## config.mk

```make
export PLATFORM = sky130hd
export DESIGN_NAME = pwmcc_top
export DESIGN_NICKNAME = d
export VERILOG_FILES = /design/src/logic/pwmcc_pkg.sv /design/src/logic/pwmcc_top.sv
export SDC_FILE = /design/constraint.sdc
export NUM_CORES = 1
export LEC_CHECK = 0
export CORE_MARGIN = 2
export CORE_UTILIZATION = 50
export CTS_BUF_LIST = sky130_fd_sc_hd__clkbuf_4 sky130_fd_sc_hd__clkbuf_8 sky130_fd_sc_hd__clkbuf_16
export DETAILED_ROUTE_END_ITERATION = 12
export DONT_BUFFER_PORTS = 1
export GPL_TIMING_DRIVEN = 0
export PLACE_DENSITY = 0.77
export SYNTH_ARGS = -nofsm -noshare
export SYNTH_HDL_FRONTEND = slang
export SYNTH_SLANG_ARGS = --single-unit
```

## constraint.sdc

```tcl
create_clock -name clk -period 10.2 [get_ports clk]
set_input_delay 1.53 -clock clk [delete_from_list [all_inputs] [get_ports clk]]
set_output_delay 1.53 -clock clk [all_outputs]
set_load 0.03 [all_outputs]
```

## src/logic/pwmcc_pkg.sv

```systemverilog
// Constants, types and register map of the six-channel PWM control block.
// What this block does
// - Output-enable bit 5 runs channel five and drives it onto pin P2.5.
// - Output-enable bit 4 runs channel four and drives it onto pin P2.4.
// - Output-enable bit 3 runs channel three and drives it onto pin P2.3.
// - Output-enable bit 2 runs channel two and drives it onto pin P1.6.
// - Output-enable bit 1 runs channel one and drives it onto pin P1.3.
// - Output-enable bit 0 runs channel zero and drives it onto pin P1.2.
// - Clear-control bit 7 enables channel two interrupt, also gated by group.
// - Clear-control bit 5 holds channel five cleared and stopped.
// - Clear-control bit 4 holds channel four cleared and stopped.
// - Clear-control bit 3 holds channel three cleared and stopped.
// - Clear-control bit 2 holds channel two cleared and stopped.
// - Clear-control bit 1 holds channel one cleared and stopped.
// - Clear-control bit 0 holds channel zero cleared and stopped.
// - Clock-control bit 6 picks system or RC clock for channels 3 to 5.
// - Two-bit selects pick system, RC or twice RC clock for channels 0 to 2.
// - One group enable gates every interrupt of channels zero to two.
// - Upper group clock passes a prescaler dividing by two to the code.
package pwmcc_pkg;
  localparam int          NCH       = 6;
  localparam int          NLOW      = 3;
  localparam int          ADDR_W    = 12;
  localparam int          DATA_W    = 32;
  // Register indices; the byte address is four times the index.
  localparam logic [7:0]  IDX_PRD   = 8'h9a;
  localparam logic [7:0]  IDX_DUTY3 = 8'h9b;
  localparam logic [7:0]  IDX_DUTY4 = 8'h9c;
  localparam logic [7:0]  IDX_DUTY5 = 8'h9d;
  localparam logic [7:0]  IDX_OE    = 8'h9e;
  localparam logic [7:0]  IDX_CLR   = 8'h9f;
  localparam logic [7:0]  IDX_CKS   = 8'ha1;
  localparam logic [7:0]  IDX_DUTY0 = 8'hb0;
  localparam logic [7:0]  IDX_DUTY1 = 8'hb1;
  localparam logic [7:0]  IDX_DUTY2 = 8'hb2;
  localparam logic [7:0]  IDX_IRQC  = 8'hb3;
  localparam logic [7:0]  IDX_IRQS  = 8'hb4;
  localparam logic [7:0]  IDX_PSC   = 8'hb5;
  // Field positions.
  localparam int          CH2_IE_BIT = 7;
  localparam int          GRP_IE_BIT = 7;
  localparam int          UP_CKS_BIT = 6;
  // Reset values, lower group counter top and register write masks.
  localparam logic [7:0]  RST_OE    = 8'h00;
  localparam logic [7:0]  RST_CLR   = 8'h00;
  localparam logic [7:0]  RST_CKS   = 8'h6a;
  localparam logic [7:0]  RST_PRD   = 8'hff;
  localparam logic [7:0]  RST_DUTY  = 8'h00;
  localparam logic [7:0]  LOW_TOP   = 8'hff;
  localparam logic [7:0]  OE_MASK   = 8'h3f;
  localparam logic [7:0]  CLR_MASK  = 8'hbf;
  localparam logic [7:0]  CKS_MASK  = 8'h7f;
  localparam logic [7:0]  IRQC_MASK = 8'h83;
  // Clock select codes and bus response codes.
  localparam logic [1:0]  CKS_RC    = 2'h2;
  localparam logic [1:0]  CKS_RC2   = 2'h3;
  localparam logic [1:0]  RESP_OK   = 2'h0;
  localparam logic [1:0]  RESP_ERR  = 2'h2;

  typedef enum logic [12:0] {
    REG_NONE  = 13'h0001,
    REG_PRD   = 13'h0002,
    REG_DUTY  = 13'h0004,
    REG_OE    = 13'h0008,
    REG_CLR   = 13'h0010,
    REG_CKS   = 13'h0020,
    REG_IRQC  = 13'h0040,
    REG_IRQS  = 13'h0080,
    REG_PSC   = 13'h0100
  } pwmcc_reg_e;

  typedef struct packed {
    logic                    aw_have;
    logic [ADDR_W-1:0]       aw_addr;
    logic                    w_have;
    logic [7:0]              w_data;
    logic                    w_lane0;
    logic                    awready;
    logic                    wready;
    logic                    bvalid;
    logic [1:0]              bresp;
    logic                    arready;
    logic                    rvalid;
    logic [1:0]              rresp;
    logic [7:0]              rdata;
    logic [7:0]              oe;
    logic [7:0]              clr;
    logic [7:0]              cks;
    logic [7:0]              prd;
    logic [NCH-1:0][7:0]     duty;
    logic [7:0]              irqc;
    logic [NLOW-1:0]         irqs;
    logic [2:0]              psc;
    logic [6:0]              psc_cnt;
    logic [NCH-1:0][7:0]     cnt;
    logic [NCH-1:0]          pin;
    logic [NCH-1:0]          pin_oe;
    logic                    irq;
  } pwmcc_state_s;
endpackage

```

## src/logic/pwmcc_top.sv

```systemverilog
// Six-channel PWM control block with AXI4-Lite registers and interrupt.
//
// The AXI4-Lite register port was left to the implementer.
`timescale 1ns/1ps
module pwmcc_top import pwmcc_pkg::*; (
  // Clock and reset
  input  wire logic              clk,
  input  wire logic              resetn,
  // Internal RC clock as one-cycle ticks in the clk domain
  input  wire logic              rc_tick,
  input  wire logic              rc2_tick,
  // AXI4-Lite write
  input  wire logic [ADDR_W-1:0] s_axi_awaddr,
  input  wire logic              s_axi_awvalid,
  output logic                   s_axi_awready,
  input  wire logic [DATA_W-1:0] s_axi_wdata,
  input  wire logic [3:0]        s_axi_wstrb,
  input  wire logic              s_axi_wvalid,
  output logic                   s_axi_wready,
  output logic [1:0]             s_axi_bresp,
  output logic                   s_axi_bvalid,
  input  wire logic              s_axi_bready,
  // AXI4-Lite read
  input  wire logic [ADDR_W-1:0] s_axi_araddr,
  input  wire logic              s_axi_arvalid,
  output logic                   s_axi_arready,
  output logic [DATA_W-1:0]      s_axi_rdata,
  output logic [1:0]             s_axi_rresp,
  output logic                   s_axi_rvalid,
  input  wire logic              s_axi_rready,
  // Pins P1.2, P1.3, P1.6, P2.3, P2.4, P2.5 as channels 0 to 5
  output logic [NCH-1:0]         pwm_pin,
  output logic [NCH-1:0]         pwm_pin_oe,
  // Interrupt
  output logic                   irq
);

  pwmcc_state_s s_q;
  pwmcc_state_s s_d;
  logic [NCH-1:0] tick;
  logic           up_src;
  logic           up_tick;
  logic [6:0]     psc_mask;

  function automatic pwmcc_reg_e reg_decode(input logic [ADDR_W-1:0] a);
    logic [7:0] idx;
    idx = a[9:2];
    if (a[1:0] != 2'h0 || a[ADDR_W-1:10] != '0) begin
      return REG_NONE;
    end
    case (idx)
      IDX_PRD:   return REG_PRD;
      IDX_DUTY0, IDX_DUTY1, IDX_DUTY2,
      IDX_DUTY3, IDX_DUTY4, IDX_DUTY5: return REG_DUTY;
      IDX_OE:    return REG_OE;
      IDX_CLR:   return REG_CLR;
      IDX_CKS:   return REG_CKS;
      IDX_IRQC:  return REG_IRQC;
      IDX_IRQS:  return REG_IRQS;
      IDX_PSC:   return REG_PSC;
      default:   return REG_NONE;
    endcase
  endfunction

  function automatic int duty_index(input logic [ADDR_W-1:0] a);
    logic [7:0] idx;
    idx = a[9:2];
    if (idx >= IDX_DUTY0) begin
      return int'(idx - IDX_DUTY0);
    end
    return int'(idx - IDX_DUTY3) + NLOW;
  endfunction

  function automatic logic src_tick(input logic [1:0] sel,
                                    input logic rc, input logic rc2);
    case (sel)
      CKS_RC:  return rc;
      CKS_RC2: return rc2;
      default: return 1'b1;
    endcase
  endfunction

  // The RC clock is only an enable here, so a select change can never
  // make a short pulse on another channel's clock.
  assign up_src   = s_q.cks[UP_CKS_BIT] ? rc_tick : 1'b1;
  assign psc_mask = 7'((8'h01 << s_q.psc) - 8'h01);
  assign up_tick  = up_src && ((s_q.psc_cnt & psc_mask) == psc_mask);

  genvar gi;
  generate
    for (gi = 0; gi < NCH; gi++) begin : g_tick
      if (gi < NLOW) begin : g_low
        assign tick[gi] = src_tick(s_q.cks[2*gi+1 -: 2], rc_tick,
                                   rc2_tick);
      end else begin : g_up
        assign tick[gi] = up_tick;
      end
    end
  endgenerate

  always_comb begin
    pwmcc_reg_e   wsel;
    pwmcc_reg_e   rsel;
    logic [7:0]   wv;
    logic [7:0]   top;
    logic         run;
    logic [NLOW-1:0] ev;
    logic [NLOW-1:0] ien;
    s_d  = s_q;
    wsel = REG_NONE;
    rsel = REG_NONE;
    wv   = s_q.w_data;
    top  = LOW_TOP;
    run  = 1'b0;
    ev   = '0;
    ien  = '0;

    // Write address and data are taken in either order.
    if (s_q.awready && s_axi_awvalid) begin
      s_d.aw_have = 1'b1;
      s_d.aw_addr = s_axi_awaddr;
    end
    if (s_q.wready && s_axi_wvalid) begin
      s_d.w_have  = 1'b1;
      s_d.w_data  = s_axi_wdata[7:0];
      s_d.w_lane0 = s_axi_wstrb[0];
    end
    if (s_q.bvalid && s_axi_bready) begin
      s_d.bvalid = 1'b0;
    end

    // Upper group prescaler advances on every source tick.
    if (up_src) begin
      s_d.psc_cnt = s_q.psc_cnt + 7'h01;
    end

    // Channel counters and pins.
    for (int i = 0; i < NCH; i++) begin
      top = (i >= NLOW) ? s_q.prd : LOW_TOP;
      run = s_q.oe[i] && !s_q.clr[i];
      if (!run) begin
        s_d.cnt[i] = '0;
      end else if (tick[i]) begin
        if (s_q.cnt[i] == top) begin
          s_d.cnt[i] = '0;
          if (i < NLOW) begin
            ev[i] = 1'b1;
          end
        end else begin
          s_d.cnt[i] = s_q.cnt[i] + 8'h01;
        end
      end
      s_d.pin[i]    = run && (s_q.cnt[i] < s_q.duty[i]);
      s_d.pin_oe[i] = s_q.oe[i];
    end

    // Register write when both halves are held.
    if (s_q.aw_have && s_q.w_have && !s_q.bvalid) begin
      wsel        = reg_decode(s_q.aw_addr);
      s_d.aw_have = 1'b0;
      s_d.w_have  = 1'b0;
      s_d.bvalid  = 1'b1;
      s_d.bresp   = (wsel == REG_NONE) ? RESP_ERR : RESP_OK;
      if (s_q.w_lane0) begin
        case (wsel)
          REG_PRD:  s_d.prd = wv;
          REG_DUTY: s_d.duty[duty_index(s_q.aw_addr)] = wv;
          REG_OE:   s_d.oe = wv & OE_MASK;
          REG_CLR:  s_d.clr = wv & CLR_MASK;
          REG_CKS:  s_d.cks = wv & CKS_MASK;
          REG_IRQC: s_d.irqc = wv & IRQC_MASK;
          REG_IRQS: s_d.irqs = s_q.irqs & ~wv[NLOW-1:0];
          REG_PSC:  s_d.psc = wv[2:0];
          default:  s_d.bresp = RESP_ERR;
        endcase
      end
    end

    // A period end in the same cycle as a clearing write stays set.
    s_d.irqs = s_d.irqs | ev;
    ien = {s_q.clr[CH2_IE_BIT], s_q.irqc[1:0]};
    s_d.irq = s_q.irqc[GRP_IE_BIT] && |(s_q.irqs & ien);

    s_d.awready = !s_d.aw_have && !s_d.bvalid;
    s_d.wready  = !s_d.w_have && !s_d.bvalid;

    // Read channel.
    if (s_q.rvalid && s_axi_rready) begin
      s_d.rvalid = 1'b0;
    end
    if (s_q.arready && s_axi_arvalid) begin
      rsel       = reg_decode(s_axi_araddr);
      s_d.rvalid = 1'b1;
      s_d.rresp  = (rsel == REG_NONE) ? RESP_ERR : RESP_OK;
      case (rsel)
        REG_PRD:  s_d.rdata = s_q.prd;
        REG_DUTY: s_d.rdata = s_q.duty[duty_index(s_axi_araddr)];
        REG_OE:   s_d.rdata = s_q.oe;
        REG_CLR:  s_d.rdata = s_q.clr;
        REG_CKS:  s_d.rdata = s_q.cks;
        REG_IRQC: s_d.rdata = s_q.irqc;
        REG_IRQS: s_d.rdata = {5'h00, s_q.irqs};
        REG_PSC:  s_d.rdata = {5'h00, s_q.psc};
        default:  s_d.rdata = 8'h00;
      endcase
    end
    s_d.arready = !s_d.rvalid;
  end

  always_ff @(posedge clk or negedge resetn) begin
    if (!resetn) begin
      s_q         <= '0;
      s_q.oe      <= RST_OE;
      s_q.clr     <= RST_CLR;
      s_q.cks     <= RST_CKS;
      s_q.prd     <= RST_PRD;
      s_q.duty    <= {NCH{RST_DUTY}};
      s_q.awready <= 1'b1;
      s_q.wready  <= 1'b1;
      s_q.arready <= 1'b1;
    end else begin
      s_q <= s_d;
    end
  end

  assign s_axi_awready = s_q.awready;
  assign s_axi_wready  = s_q.wready;
  assign s_axi_bvalid  = s_q.bvalid;
  assign s_axi_bresp   = s_q.bresp;
  assign s_axi_arready = s_q.arready;
  assign s_axi_rvalid  = s_q.rvalid;
  assign s_axi_rresp   = s_q.rresp;
  assign s_axi_rdata   = {24'h00_0000, s_q.rdata};
  assign pwm_pin       = s_q.pin;
  assign pwm_pin_oe    = s_q.pin_oe;
  assign irq           = s_q.irq;

endmodule

```

==> metrics.md <==
| Metric | Value |
|---|---|
| Hold_buf cts | `0` |
| Total power | `2.16 mW` |
| Final Slew Violations | `0` |
| TNS Setup | `0 ps` |
| Distinct cells, synth | `81` |
| Worst-skew pair later-pin latency | `440 ps` |
| Clock buffer depth | `2` |
| Power density cells | `173 mW/mm²` |
| Worst r2r dst | `s_q[83]` |
| Sw Pwr | `0.750 mW` |
| Placed cell area | `0.0119 mm²` |
| Reg2reg start | `s_q[191]` |
| # Max-Cap Violations | `0` |
| Vias in the first global route | `8,288` |
| Leak pwr | `5.53 nW` |
| CP Launch Type | `input port` |
| DRT iter0 DRCs | `599` |
| Setup crit end kind | `flip-flop` |
| Hold Crit Depth | `1` |
| Core footprint | `0.0226 mm²` |
| DRT Pass-1 Iters | `6` |
| Main synth FF type | `dfrtp_1` |
| Die area | `0.0241 mm²` |
| Share of the synthesized area in the top cell type | `38.5%` |
| CTS Buf Count | `17` |
| Outcome | `completed` |
| Final #Nets | `1,267` |
| Worst setup margin | `5530 ps` |
| Dpl ws | `5170 ps` |
| Total grt overflow | `0` |
| Flop-to-flop setup slack | `6160 ps` |
| Fill cells | `1,916` |
| Final GP Congestion | `0.926` |
| WS Path Type | `in -> reg` |
| Final Non-Filler Cells | `1,435` |
| CP max FO | `10` |
| HP Start | `s_q[188]` |
| Sequential area share after synthesis | `42.0%` |
| Global-route wire length before repair | `43.6 mm` |
| Drt total wl | `27.0 mm` |
| Comb power frac | `26.7%` |
| Hold WC Path Type | `reg -> reg` |
| CTS resizes | `0` |
| Die W | `155 µm` |
| Ports | `123` |
| Syn Std Cell Area | `0.0114 mm²` |
| Post-Syn Instances | `1,093` |
| Hold Vio Cnt, Final | `0` |
| TritonCTS clock tree | `built` |
| Hold Path End | `s_axi_wready` |
| Clock Skews | `12.3 ps` |
| Die height | `155 µm` |
| Minimum clock period | `4670 ps` |
| Post-synth EDFFs | `0` |
| Crit path required time | `10,510 ps` |
| Slew at the pin with the worst max-slew slack | `1260 ps` |
| Clk root buf | `clkbuf_16` |
| Worst-case vdd ir drop | `0.202 mV` |
| Post-CTS setup buffers | `0` |
| Placed Instances | `1,403` |
| Layout cells sized above 1 | `19.8%` |
| DRC violations left | `0` |
| WL per Instance | `18.8 µm` |
| Arrival time worst endpoint | `4980 ps` |
| RSZ-0062 raised after global routing | `no` |
| Initial antenna violation count | `3` |
| Clock Power Share | `31.1%` |
| Yosys top cell by area | `dfrtp_1` |
| Tcrit/Tclk final | `45.8%` |
| Setup violators final | `0` |
| Detailed placement HPWL | `19.7 mm` |
| Sequential power share | `42.2%` |
| Clock sink count | `191` |
| FFs w/ async S/R, synth | `100%` |
| PortBufs | `0` |
| Synth area leaders | `dfrtp_1 (39%), mux2_2 (7.9%), ha_1 (6.7%)` |
| Hold Slack | `436 ps` |
| Area delta synth->final | `9.13%` |
| YS warnings | `0` |
| Finished Cell Area | `0.0125 mm²` |
| Synthesis-stage register bit count | `191` |
| Final antenna-violating net count | `0` |
| Switching share of total power | `34.7%` |
| Pint | `1.41 mW` |
| Std cell rows | `55` |
| Slew Limit Headroom | `15.4%` |
| Via density | `5.93` |
| Total GRT Usage | `23.2%` |
| Clk pin slew, worst setup/hold paths | `70 ps` |
| Fin util | `55.3%` |
| Initial Utilization | `50.7%` |
| Post-synthesis average cell area | `10.5 µm²` |
| Pin count of the biggest net entering global routing | `192` |
| Diodes inserted | `0` |
| Max Fclk | `214 MHz` |
| Htree depth | `4` |
| Vias | `8,505` |
| Path depth of the worst reg2reg path | `10` |
[critical path: stages]
cell	delay [ps]
buf_1	550
clkbuf_1	370
inv_1	180
ha_1	330
xor2_1	150
a21oi_1	70
a31oi_1	910
mux4_2	450
a22oi_1	310
a211oi_1	120
[synthesized netlist by cell type, types with 8 or more instances]
library cell,n
nand4_1,16
o31ai_1,8
nand3_1,26
dfstp_2,15
a31oi_1,12
a211oi_1,16
clkbuf_1,20
dfrtp_1,176
o21ai_0,50
and3_1,18
nor2_1,73
xnor2_1,19
or2_2,8
nand2b_1,32
inv_1,58
nand2_1,69
nor2b_1,8
a21oi_1,26
buf_4,49
mux2_1,9
ha_1,61
mux2i_1,16
mux2_4,16
a21o_1,31
xor2_1,32
mux2_2,80
nor3_1,18
[cells by family (layout without fill, tap and decap cells)]
logic type	count (synthesis)	in the layout	synth area share, %
compound gates	203	203	12.5
mux	128	128	13.6
simple gates	318	318	15.0
buf+inv	140	172	6.28
xor+xnor	51	51	3.91
flops	191	191	42.0
other cells	1	26	0.0328
fa+ha+maj	61	61	6.68
[sequential cells by signal, summed over array words and instances (netlist names)]
| name | flops |
|---|---|
| s_axi_awready | 1 |
| irq | 1 |
| s_d | 6 |
| s_q | 157 |
| s_axi_bvalid | 1 |
| pwm_pin_oe | 6 |
| s_axi_rdata | 8 |
| s_axi_bresp | 1 |
| s_axi_wready | 1 |
| pwm_pin | 6 |
| s_axi_rresp | 1 |
| s_axi_arready | 1 |
| s_axi_rvalid | 1 |
[power by group through the flow]
stage               sequential (mW)  combinational, mW  clock (mW)
detailed placement            0.924              0.564           0
CTS                           0.910              0.568       0.681
global route                  0.923              0.621       0.712
global placement              0.921              0.551           0
floorplan                     0.900              0.448           0
finish                        0.913              0.577       0.673
[per-layer routing]
layer	GRT usage [%]	routed length (µm)	share of wire [%]	vias up
li1	-	-	-	3931
met1	31.5	11700	43	4186
met2	36.9	12400	46	327
met3	5.60	2260	8.4	55
met4	7.43	627	2.3	6
met5	0	43	0.16	-
[worst max-delay path by stage]
stage                         start        endpoint  slack, ps  cells past startpoint
finish              s_axi_araddr[2]  s_axi_rdata[1]       5530                     10
global placement    s_axi_araddr[2]  s_axi_rdata[0]       5270                     10
floorplan           s_axi_araddr[2]  s_axi_rdata[3]       5940                     10
detailed placement  s_axi_araddr[2]  s_axi_rdata[1]       5170                     10
global route        s_axi_araddr[2]  s_axi_rdata[7]       5320                     10
CTS                 s_axi_araddr[2]  s_axi_rdata[1]       5610                     10
[cell usage in the layout, fill, tap and decap left out, types with 8 or more instances in the layout]
cell type,synthesis,routed
conb_1,1,26
a211oi_1,16,16
and3_1,18,18
inv_1,58,58
xor2_1,32,32
nand4_1,16,16
ha_1,61,61
buf_4,49,49
or2_2,8,8
nor2b_1,8,8
nand3_1,26,26
o21ai_0,50,50
mux2_4,16,16
dfstp_2,15,15
nand2_1,69,69
clkbuf_16,0,17
nor3_1,18,18
mux2_2,80,80
dfrtp_1,176,176
o31ai_1,8,8
a21oi_1,26,26
mux2i_1,16,16
xnor2_1,19,19
mux2_1,9,9
a21o_1,31,31
nand2b_1,32,32
clkbuf_1,20,20
nor2_1,73,73
a31oi_1,12,12
[area by class of cell]
| class | count | area (µm²) | share of cell area [%] |
|---|---|---|---|
| buffer | 82 | 500 | 4.01 |
| clock buffer | 23 | 495 | 3.97 |
| clock inverter | 9 | 97.6 | 0.782 |
| inverter | 58 | 218 | 1.74 |
| multi-input combinational | 787 | 6010 | 48.2 |
| sequential | 191 | 4800 | 38.5 |
| tap | 285 | 357 | 2.86 |
Note: power is estimated with default switching activity, not from simulation.
